File: src/include/shutdown_pkg.sv
package shutdown_pkg;

    // Byte offsets of the registers on the AXI4-Lite bus.
    localparam logic [3:0] ADDR_AS_CONTROL = 4'h0;
    localparam logic [3:0] ADDR_RESTART = 4'h4;
    localparam logic [3:0] ADDR_IRQ_STATUS = 4'h8;
    localparam logic [3:0] ADDR_IRQ_MASK = 4'hc;

    // Field positions inside the auto-shutdown control register.
    localparam int FLAG_BIT = 7;
    localparam int SRC_MSB = 6;
    localparam int SRC_LSB = 4;
    localparam int AC_MSB = 3;
    localparam int AC_LSB = 2;
    localparam int BD_MSB = 1;
    localparam int BD_LSB = 0;

    // Reset values.
    localparam logic [7:0] AS_CONTROL_RESET = 8'h00;
    localparam logic [0:0] RESTART_RESET = 1'h0;
    localparam logic [1:0] IRQ_RESET = 2'h0;

    // Interrupt status bit positions.
    localparam int IRQ_ENTER = 0;
    localparam int IRQ_LEAVE = 1;

    // Bus responses.
    localparam logic [1:0] RESP_OKAY = 2'h0;
    localparam logic [1:0] RESP_SLVERR = 2'h2;

endpackage : shutdown_pkg

File: src/pwm_auto_shutdown.sv
// The AXI4-Lite slave port and the register offsets were decided locally.
`timescale 1ns/100ps
module pwm_auto_shutdown
    import shutdown_pkg::*;
(
    input wire logic mclk,
    input wire logic rst_n,
    // AXI4-Lite slave.
    input wire logic [3:0] s_axi_awaddr,
    input wire logic s_axi_awvalid,
    output logic s_axi_awready,
    input wire logic [31:0] s_axi_wdata,
    input wire logic [3:0] s_axi_wstrb,
    input wire logic s_axi_wvalid,
    output logic s_axi_wready,
    output logic [1:0] s_axi_bresp,
    output logic s_axi_bvalid,
    input wire logic s_axi_bready,
    input wire logic [3:0] s_axi_araddr,
    input wire logic s_axi_arvalid,
    output logic s_axi_arready,
    output logic [31:0] s_axi_rdata,
    output logic [1:0] s_axi_rresp,
    output logic s_axi_rvalid,
    input wire logic s_axi_rready,
    // Fault sources, all from outside the clock domain.
    input wire logic comparator_one,
    input wire logic comparator_two,
    input wire logic fault_pin_n,
    input wire logic [1:0] comparator_sync_enable,
    input wire logic timer_one_tick,
    // PWM waveforms from the generator, and pin drive.
    input wire logic [3:0] pwm_in,
    output logic [3:0] pwm_out,
    output logic [3:0] pwm_oe,
    output logic shutdown_active,
    output logic irq
);
    // Synchronised copies: cmp1, cmp2, pin, tick.
    logic [3:0] sync_in;
    logic cmp1_s, cmp2_s, pin_s, tick_s;
    // Comparator values held until the timer tick.
    logic cmp1_h, cmp2_h, next_cmp1_h, next_cmp2_h;
    logic [7:0] as_control, next_as_control;
    logic auto_restart_enable, next_auto_restart_enable;
    logic [1:0] irq_status, next_irq_status, irq_mask, next_irq_mask;
    logic fault, c1_eff, c2_eff, do_write, flag, next_flag;
    logic [2:0] shutdown_source_select;
    logic [1:0] ac_pin_shutdown_state, bd_pin_shutdown_state;
    // Bus handshake state.
    logic aw_taken, w_taken, next_aw_taken, next_w_taken;
    logic [3:0] aw_addr, next_aw_addr, w_strb, next_w_strb;
    logic [31:0] w_data, next_w_data, next_rdata;
    logic next_bvalid, next_arready, next_rvalid;
    logic [1:0] next_bresp, next_rresp;
    logic [3:0] next_pwm_out, next_pwm_oe;

    // The comparator, fault pin and tick inputs pass two flip-flops before use.
    sync_two_ff #(.WIDTH(4)) u_sync (
        .mclk(mclk),
        .rst_n(rst_n),
        .async_in({timer_one_tick, fault_pin_n, comparator_two,
                   comparator_one}),
        .sync_out(sync_in)
    );

    // Name the synchronised levels; synced comparators update on the tick.
    always_comb begin
        cmp1_s = sync_in[0];
        cmp2_s = sync_in[1];
        pin_s = sync_in[2];
        tick_s = sync_in[3];
        next_cmp1_h = tick_s ? cmp1_s : cmp1_h;
        next_cmp2_h = tick_s ? cmp2_s : cmp2_h;
        c1_eff = comparator_sync_enable[0] ? cmp1_h : cmp1_s;
        c2_eff = comparator_sync_enable[1] ? cmp2_h : cmp2_s;
    end

    // Decode the fault selected by the source field.
    always_comb begin
        shutdown_source_select = as_control[SRC_MSB:SRC_LSB];
        // A write goes ahead once address and data are both held and no response is pending.
        do_write = aw_taken && w_taken && !s_axi_bvalid;
        case (shutdown_source_select)
            3'h0: fault = 1'b0;
            3'h1: fault = !c1_eff;
            3'h2: fault = !c2_eff;
            3'h3: fault = !c1_eff || !c2_eff;
            3'h4: fault = !pin_s;
            3'h5: fault = !pin_s || !c1_eff;
            3'h6: fault = !pin_s || !c2_eff;
            3'h7: fault = !pin_s || !c1_eff || !c2_eff;
            default: fault = 1'b0;
        endcase
    end

    // Register file, shutdown flag and interrupt status.
    always_comb begin
        next_as_control = as_control;
        next_auto_restart_enable = auto_restart_enable;
        next_irq_mask = irq_mask;
        next_irq_status = irq_status;
        next_flag = flag;
        if (do_write && w_strb[0]) begin
            case (aw_addr)
                ADDR_AS_CONTROL: begin
                    next_as_control = w_data[7:0];
                    // Writing one forces shutdown; zero resumes.
                    next_flag = w_data[FLAG_BIT];
                end
                ADDR_RESTART: next_auto_restart_enable = w_data[0];
                ADDR_IRQ_STATUS: next_irq_status = irq_status & ~w_data[1:0];
                ADDR_IRQ_MASK: next_irq_mask = w_data[1:0];
                default: begin
                end
            endcase
        end
        // Hardware set wins over a software clear.
        if (fault) begin
            next_flag = 1'b1;
        end else if (auto_restart_enable && flag) begin
            next_flag = 1'b0;
        end
        if (next_flag && !flag) begin
            next_irq_status[IRQ_ENTER] = 1'b1;
        end
        if (!next_flag && flag) begin
            next_irq_status[IRQ_LEAVE] = 1'b1;
        end
        next_as_control[FLAG_BIT] = next_flag;
    end

    // Output stage: pass PWM or apply programmed safe states.
    // States come from the value being loaded, so pins track the register.
    always_comb begin
        ac_pin_shutdown_state = next_as_control[AC_MSB:AC_LSB];
        bd_pin_shutdown_state = next_as_control[BD_MSB:BD_LSB];
        next_pwm_out = pwm_in;
        next_pwm_oe = 4'hf;
        if (next_flag) begin
            // Bits 0 and 2 are A and C.
            next_pwm_out[0] = ac_pin_shutdown_state[0];
            next_pwm_out[2] = ac_pin_shutdown_state[0];
            next_pwm_oe[0] = !ac_pin_shutdown_state[1];
            next_pwm_oe[2] = !ac_pin_shutdown_state[1];
            // Bits 1 and 3 are B and D.
            next_pwm_out[1] = bd_pin_shutdown_state[0];
            next_pwm_out[3] = bd_pin_shutdown_state[0];
            next_pwm_oe[1] = !bd_pin_shutdown_state[1];
            next_pwm_oe[3] = !bd_pin_shutdown_state[1];
        end
    end

    // Bus channel handshakes and read data.
    always_comb begin
        next_aw_taken = aw_taken;
        next_w_taken = w_taken;
        next_aw_addr = aw_addr;
        next_w_data = w_data;
        next_w_strb = w_strb;
        next_bvalid = s_axi_bvalid;
        next_bresp = s_axi_bresp;
        next_arready = 1'b0;
        next_rvalid = s_axi_rvalid;
        next_rresp = s_axi_rresp;
        next_rdata = s_axi_rdata;
        if (s_axi_awvalid && s_axi_awready) begin
            next_aw_taken = 1'b1;
            next_aw_addr = s_axi_awaddr;
        end
        if (s_axi_wvalid && s_axi_wready) begin
            next_w_taken = 1'b1;
            next_w_data = s_axi_wdata;
            next_w_strb = s_axi_wstrb;
        end
        if (do_write) begin
            next_aw_taken = 1'b0;
            next_w_taken = 1'b0;
            next_bvalid = 1'b1;
            next_bresp = (aw_addr[1:0] == 2'h0) ? RESP_OKAY : RESP_SLVERR;
        end else if (s_axi_bvalid && s_axi_bready) begin
            next_bvalid = 1'b0;
        end
        if (s_axi_rvalid && s_axi_rready) begin
            next_rvalid = 1'b0;
        end else if (!s_axi_rvalid && !s_axi_arready && s_axi_arvalid) begin
            next_arready = 1'b1;
        end
        if (s_axi_arvalid && s_axi_arready) begin
            next_rvalid = 1'b1;
            next_rresp = RESP_OKAY;
            next_rdata = 32'h0;
            case (s_axi_araddr)
                ADDR_AS_CONTROL: next_rdata[7:0] = as_control;
                ADDR_RESTART: next_rdata[0] = auto_restart_enable;
                ADDR_IRQ_STATUS: next_rdata[1:0] = irq_status;
                ADDR_IRQ_MASK: next_rdata[1:0] = irq_mask;
                default: next_rresp = RESP_SLVERR;
            endcase
        end
    end

    // Register everything.
    always_ff @(posedge mclk or negedge rst_n) begin
        if (!rst_n) begin
            cmp1_h <= 1'b1;
            cmp2_h <= 1'b1;
            as_control <= AS_CONTROL_RESET;
            flag <= 1'b0;
            auto_restart_enable <= RESTART_RESET;
            irq_status <= IRQ_RESET;
            irq_mask <= IRQ_RESET;
            aw_taken <= 1'b0;
            w_taken <= 1'b0;
            aw_addr <= 4'h0;
            w_data <= 32'h0;
            w_strb <= 4'h0;
            s_axi_awready <= 1'b0;
            s_axi_wready <= 1'b0;
            s_axi_bvalid <= 1'b0;
            s_axi_bresp <= RESP_OKAY;
            s_axi_arready <= 1'b0;
            s_axi_rvalid <= 1'b0;
            s_axi_rresp <= RESP_OKAY;
            s_axi_rdata <= 32'h0;
            pwm_out <= 4'h0;
            pwm_oe <= 4'h0;
            shutdown_active <= 1'b0;
            irq <= 1'b0;
        end else begin
            cmp1_h <= next_cmp1_h;
            cmp2_h <= next_cmp2_h;
            as_control <= next_as_control;
            flag <= next_flag;
            auto_restart_enable <= next_auto_restart_enable;
            irq_status <= next_irq_status;
            irq_mask <= next_irq_mask;
            aw_taken <= next_aw_taken;
            w_taken <= next_w_taken;
            aw_addr <= next_aw_addr;
            w_data <= next_w_data;
            w_strb <= next_w_strb;
            s_axi_awready <= !next_aw_taken && !s_axi_awready;
            s_axi_wready <= !next_w_taken && !s_axi_wready;
            s_axi_bvalid <= next_bvalid;
            s_axi_bresp <= next_bresp;
            s_axi_arready <= next_arready;
            s_axi_rvalid <= next_rvalid;
            s_axi_rresp <= next_rresp;
            s_axi_rdata <= next_rdata;
            pwm_out <= next_pwm_out;
            pwm_oe <= next_pwm_oe;
            shutdown_active <= next_flag;
            irq <= |(next_irq_status & next_irq_mask);
        end
    end

    // Checks.
    a_disabled_no_fault: assert property (@(posedge mclk) disable iff (!rst_n)
        (!(|shutdown_source_select) && !flag && !do_write) |=> !flag)
        else $error("Flag set with source disabled.");
    a_cmp_one_fault: assert property (@(posedge mclk) disable iff (!rst_n)
        (shutdown_source_select == 3'h1 && !c1_eff) |=> flag)
        else $error("Comparator one low did not set flag.");
    a_pin_fault: assert property (@(posedge mclk) disable iff (!rst_n)
        (shutdown_source_select == 3'h4 && !pin_s) |=> flag)
        else $error("Fault pin low did not set flag.");
    a_pin_or_cmp: assert property (@(posedge mclk) disable iff (!rst_n)
        (shutdown_source_select == 3'h7 && !c2_eff) |=> flag)
        else $error("Combined source did not set flag.");
    a_ac_state: assert property (@(posedge mclk) disable iff (!rst_n)
        flag |-> (pwm_oe[0] == !as_control[AC_MSB]))
        else $error("A/C enable wrong in shutdown.");
    a_bd_state: assert property (@(posedge mclk) disable iff (!rst_n)
        (flag && !as_control[BD_MSB]) |-> pwm_out[3] == as_control[BD_LSB])
        else $error("D level wrong in shutdown.");
    a_sync_hold: assert property (@(posedge mclk) disable iff (!rst_n)
        (comparator_sync_enable[0] && !tick_s) |=> $stable(cmp1_h))
        else $error("Held comparator changed without tick.");
    a_flag_output: assert property (@(posedge mclk) disable iff (!rst_n)
        shutdown_active == flag)
        else $error("Shutdown output disagrees with flag.");
    a_auto_restart: assert property (@(posedge mclk) disable iff (!rst_n)
        (flag && auto_restart_enable && !fault && !do_write) |=> !flag)
        else $error("Auto restart did not clear flag.");
    c_enter: cover property (@(posedge mclk) disable iff (!rst_n) $rose(flag));
    c_restart: cover property (@(posedge mclk) disable iff (!rst_n)
        $fell(flag) && auto_restart_enable);
    c_tristate: cover property (@(posedge mclk) disable iff (!rst_n)
        flag && pwm_oe == 4'h0);
endmodule : pwm_auto_shutdown

File: src/sync_two_ff.sv
`timescale 1ns/100ps
// Two-stage synchroniser for a group of level inputs.
module sync_two_ff #(
    parameter int WIDTH = 1
) (
    input wire logic mclk,
    input wire logic rst_n,
    input wire logic [WIDTH-1:0] async_in,
    output logic [WIDTH-1:0] sync_out
);
    // First stage; read by the second stage only.
    logic [WIDTH-1:0] meta;
    logic [WIDTH-1:0] next_meta;
    logic [WIDTH-1:0] next_sync_out;

    // Next values simply shift the chain along.
    always_comb begin
        next_meta = async_in;
        next_sync_out = meta;
    end

    // The fault inputs idle high, so reset loads ones to avoid a false fault.
    always_ff @(posedge mclk or negedge rst_n) begin
        if (!rst_n) begin
            meta <= '1;
            sync_out <= '1;
        end else begin
            meta <= next_meta;
            sync_out <= next_sync_out;
        end
    end
endmodule : sync_two_ff

File: config.mk
export PLATFORM = sky130hd
export DESIGN_NAME = pwm_auto_shutdown
export DESIGN_NICKNAME = d
export VERILOG_FILES = /design/src/include/shutdown_pkg.sv /design/src/pwm_auto_shutdown.sv /design/src/sync_two_ff.sv
export SDC_FILE = /design/constraint.sdc
export NUM_CORES = 1
export LEC_CHECK = 0
export BUFFER_PORTS_ARGS = -buffer_cell sky130_fd_sc_hd__buf_2
export CORE_MARGIN = 2
export CORE_UTILIZATION = 40
export CTS_CLUSTER_SIZE = 30
export DETAILED_ROUTE_END_ITERATION = 8
export PLACE_DENSITY_LB_ADDON = 0.05
export SYNTH_ARGS = -nofsm -noshare
export SYNTH_HDL_FRONTEND = slang
export SYNTH_HIERARCHICAL = 1
export SYNTH_SLANG_ARGS = --single-unit
File: constraint.sdc
create_clock -name mclk -period 3.7 [get_ports mclk]
set_clock_uncertainty 0.2 [all_clocks]
set_input_delay 0.555 -clock mclk [delete_from_list [all_inputs] [get_ports mclk]]
set_output_delay 0.555 -clock mclk [all_outputs]
set_load 0.02 [all_outputs]
==> results.md <==
CTS:
- The clock latency reported for the late side of the worst-skew pair is 330 ps.
- In this run, CTS created clock tree buffers numbering 9.
- CTS placed an instance of sky130_fd_sc_hd__clkbuf_8 at the clock tree root.
- The number of buffers inserted to repair setup after CTS is 0.
- Clock tree synthesis found a total of 60 sinks.
- Clock-pin slew was measured on the worst setup and hold paths at 60 ps.
- The clock passes through at most 2 buffers.
- The total number of H-tree levels is 3.
- TritonCTS built the clock tree.

STA:
- In the finished design, the share of the clock period the worst path needs comes to 0.6208.
- Setup repair after global routing left no endpoint under its margin.
- The final-report hold violation count is 0.
- For the pin with the worst max-slew slack, the measured transition is 892.2 ps.
- Setup violations remaining at the end of the flow were counted as 0.
- After routing, the total negative slack on setup checks comes to 0 ps.
- The highest clock frequency the design can meet is 435.4 MHz.
- The number of max-slew violations in the final report is 0.
- The final period demand of the worst path is 2297 ps.
- The headroom to the max-slew limit is 0.4039.

Detailed routing:
- The routed length per placed instance is 13.22 um.
- The ratio of routed vias to standard cells is 4.555.
- The final layout contains routed wiring with a total length of 4310 um.
- The number of vias after detailed routing is 1485.
- The first routing iteration left 40 violations.
- For this run, design rule violations remaining after detail routing come to 0.
- The number of detailed-route iterations in the first pass is 6.
- The count of antenna-violating nets left after detailed routing is 0.

Yosys:
- The Yosys warning count is 6.
- The sequential share of the synthesized area is 0.6136.
- After synthesis, the share of flip-flops with an asynchronous set or reset is 1.000.
- The dominant synthesized flop cell is sky130_fd_sc_hd__dfrtp_1.
- The average cell area after synthesis is 13.71 um2.
- The number of enable-type register cells in the synthesized netlist is 0.
- In this run, synthesis produced a sequential element count of 60.
- In this run the cell area of the synthesized design comes to 2467 um2.
- Synthesis produced a netlist whose cell count is 180.
- The number of distinct standard cells referenced by the synthesized netlist is 30.

Power and ir drop:
- In this run the static leakage power is 1.432 nW.
- Across the VDD grid, the largest voltage drop is 0.4383 mV.
- The power density over cell area is 716.0 nW/um2.
- Power comes to 2.068 mW.

Die:
- 112 I/O pins were placed.
- The initial utilization of the core area, before any placement, comes to 0.4143.
- The die is 82.54 um tall.
- The overall die area is 6813 um2.
- The die is 82.54 um wide.
- The number of standard-cell rows in the floorplan is 28.
- The core region is 5956 um2.

Worst setup path:
- The number of cells traversed by the worst register-to-register path is 5.
- STA classifies the critical path startpoint as a flip-flop.
- In this run the critical register-to-register path is launched from aw_addr[1].
- The maximum fanout encountered on the critical timing path is 11.
- The critical setup path kind is flip-flop to flip-flop.
- The setup slack on the worst flop-to-flop path is 1400 ps.
- The worst register-to-register path ends at irq.
- The critical path arrival is 2370 ps.
- STA puts the critical path data required time at 3770 ps.
- The type of element capturing the critical path is a flip-flop.

Place:
- Input and output buffers added on the ports amount to 58.
- The detailed placement HPWL is 3073 um.
- Routability-driven placement finished with a final weighted congestion of 0.7826.

Hold path:
- The path category of the worst min-delay check is primary input to flip-flop.
- Counting instances, the worst hold path has a depth of 1.
- For hold timing, the worst endpoint is u_sync/meta[2].
- The hold path startpoint is fault_pin_n.

Run status:
- The run finished with clean final reports.

GRT:
- The first global-routing pass estimated 6837 um of wire.
- The number of antenna violations at the first check in global routing is 0.
- The number of global-route vias before repair is 1416.
- Entering global routing, the biggest net connects 41 pins.
- Across every metal layer, demand over resource in global routing totals 0.1401.
- For this run the aggregate overflow at the end of global routing stands at 0.

Flow run:
- The number of max-cap violations is 0.

Layout:
- The share of cells above drive strength 1 is 0.4462.
- Relative to the synthesized area, the layout overhead comes to 17.04%.
- The number of antenna diodes in the final layout is 0.
- The final net count is 307.
worst max-delay path, stage by stage (launching register included):
cell and delay, ps:
sky130_fd_sc_hd__dfrtp_1 410, sky130_fd_sc_hd__nor4b_4 360, sky130_fd_sc_hd__nand3_2 290, sky130_fd_sc_hd__o211ai_2 570, sky130_fd_sc_hd__a22o_1 260, sky130_fd_sc_hd__a22o_1 140
cell type report:
class | count | area (um2)
clock inverters | 3 | 15.01
well taps | 75 | 93.84
repair buffers | 60 | 307.8
flip-flops and latches | 60 | 1514
inverters | 5 | 18.77
fillers | 562 | 3068
multi-input cells | 110 | 799.5
clock buffers | 13 | 138.9
Yosys cell counts, types with 2 or more instances:
cell type                  number  area share
sky130_fd_sc_hd__a21oi_1        3      0.0061
sky130_fd_sc_hd__a22o_1        10       0.035
sky130_fd_sc_hd__buf_4         29       0.088
sky130_fd_sc_hd__dfrtp_1       50        0.51
sky130_fd_sc_hd__dfstp_2       10        0.11
sky130_fd_sc_hd__inv_1          5      0.0076
sky130_fd_sc_hd__mux2_2        25        0.11
sky130_fd_sc_hd__mux2i_1        3       0.012
sky130_fd_sc_hd__nand2_1        8       0.012
sky130_fd_sc_hd__nand2b_1       2      0.0051
sky130_fd_sc_hd__nand3_1        3      0.0061
sky130_fd_sc_hd__nor2_1         6      0.0091
sky130_fd_sc_hd__nor3b_1        2      0.0061
sky130_fd_sc_hd__o21a_1         4       0.012
sky130_fd_sc_hd__o21ai_0        5       0.010
metrics by stage:
| step | instance area (um2) | setup WS (ps) | hold WS (ps) | util | instances |
|---|---|---|---|---|---|
| after floorplan | 2561 | 1769 | 59.41 | - | 205 |
| final | 2888 | 1403 | 119.7 | 0.4849 | 326 |
| after global routing | 2888 | 1206 | 98.72 | 0.4849 | 326 |
| after CTS | 2888 | 1322 | 98.81 | 0.4849 | 326 |
| after detailed placement | 2724 | 1216 | 147.5 | 0.4574 | 309 |
| after global placement | 2724 | 1214 | 146.0 | 0.4574 | 309 |
cells in the final DEF (no fill, tap or decap), types with 2 or more instances in the layout:
| cell | Yosys | final |
|---|---|---|
| sky130_fd_sc_hd__mux2i_1 | 3 | 3 |
| sky130_fd_sc_hd__nor2_1 | 6 | 6 |
| sky130_fd_sc_hd__mux2_2 | 25 | 25 |
| sky130_fd_sc_hd__buf_2 | 0 | 58 |
| sky130_fd_sc_hd__dfrtp_1 | 50 | 50 |
| sky130_fd_sc_hd__nand2b_1 | 2 | 2 |
| sky130_fd_sc_hd__dfstp_2 | 10 | 10 |
| sky130_fd_sc_hd__clkbuf_8 | 0 | 9 |
| sky130_fd_sc_hd__o21ai_0 | 5 | 5 |
| sky130_fd_sc_hd__o21a_1 | 4 | 4 |
| sky130_fd_sc_hd__a21oi_1 | 3 | 3 |
| sky130_fd_sc_hd__nor3b_1 | 2 | 2 |
| sky130_fd_sc_hd__inv_1 | 5 | 5 |
| sky130_fd_sc_hd__nand3_1 | 3 | 3 |
| sky130_fd_sc_hd__a22o_1 | 10 | 10 |
| sky130_fd_sc_hd__conb_1 | 1 | 26 |
| sky130_fd_sc_hd__nand2_1 | 8 | 8 |
| sky130_fd_sc_hd__clkbuf_1 | 0 | 4 |
| sky130_fd_sc_hd__clkinv_2 | 0 | 3 |
where the power goes:
group | switching (mW) | internal, mW
logic | 0.338 | 0.266
clock network | 0.230 | 0.240
registers | 0.130 | 0.863
layer usage:
| metal | vias to the layer above | global-route usage | part of all wire |
|---|---|---|---|
| met3 | 9 | 0.04674 | 0.10 |
| met5 | - | 0 | 0 |
| met1 | 699 | 0.1805 | 0.47 |
| met4 | 0 | 0.09836 | 0.024 |
| met2 | 72 | 0.1976 | 0.41 |
| li1 | 705 | - | - |
sequential cells by signal (all words and copies together) (netlist names), 2 cells and up:
name             cells
irq_status           2
as_control           8
s_axi_rdata          8
w_data               8
irq_mask             2
pwm_oe               2
pwm_out              4
u_sync/meta          4
aw_addr              4
u_sync/sync_out      4
how the worst max path moves through the flow:
stage	slack (ps)	endpoint	from	cells past startpoint
after floorplan	1770	irq	s_axi_bvalid	6
after CTS	1320	irq	aw_addr[1]	5
after detailed placement	1220	s_axi_rdata[4]	s_axi_arvalid	5
after global routing	1210	irq	aw_addr[1]	5
after global placement	1210	s_axi_rdata[5]	s_axi_arvalid	5
final	1400	irq	aw_addr[1]	5
kinds of logic after synthesis:
kind of cell | Yosys count | synth area share
buffers and inverters | 35 | 0.1004
other | 1 | 0.001520
flip-flops | 60 | 0.6136
multiplexers | 29 | 0.1354
AND/OR/NAND/NOR | 29 | 0.06846
AO/OA/AOI/OAI | 26 | 0.08062
what timing repair did:
| item | CTS | global route |
|---|---|---|
| gates resized for setup | 0 | 0 |
| hold buffers | 1 | 0 |
| endpoints found under the hold margin | 10 | 0 |
| endpoints found under the setup margin | 0 | 0 |
No activity file was read; power rests on OpenSTA's default activity.
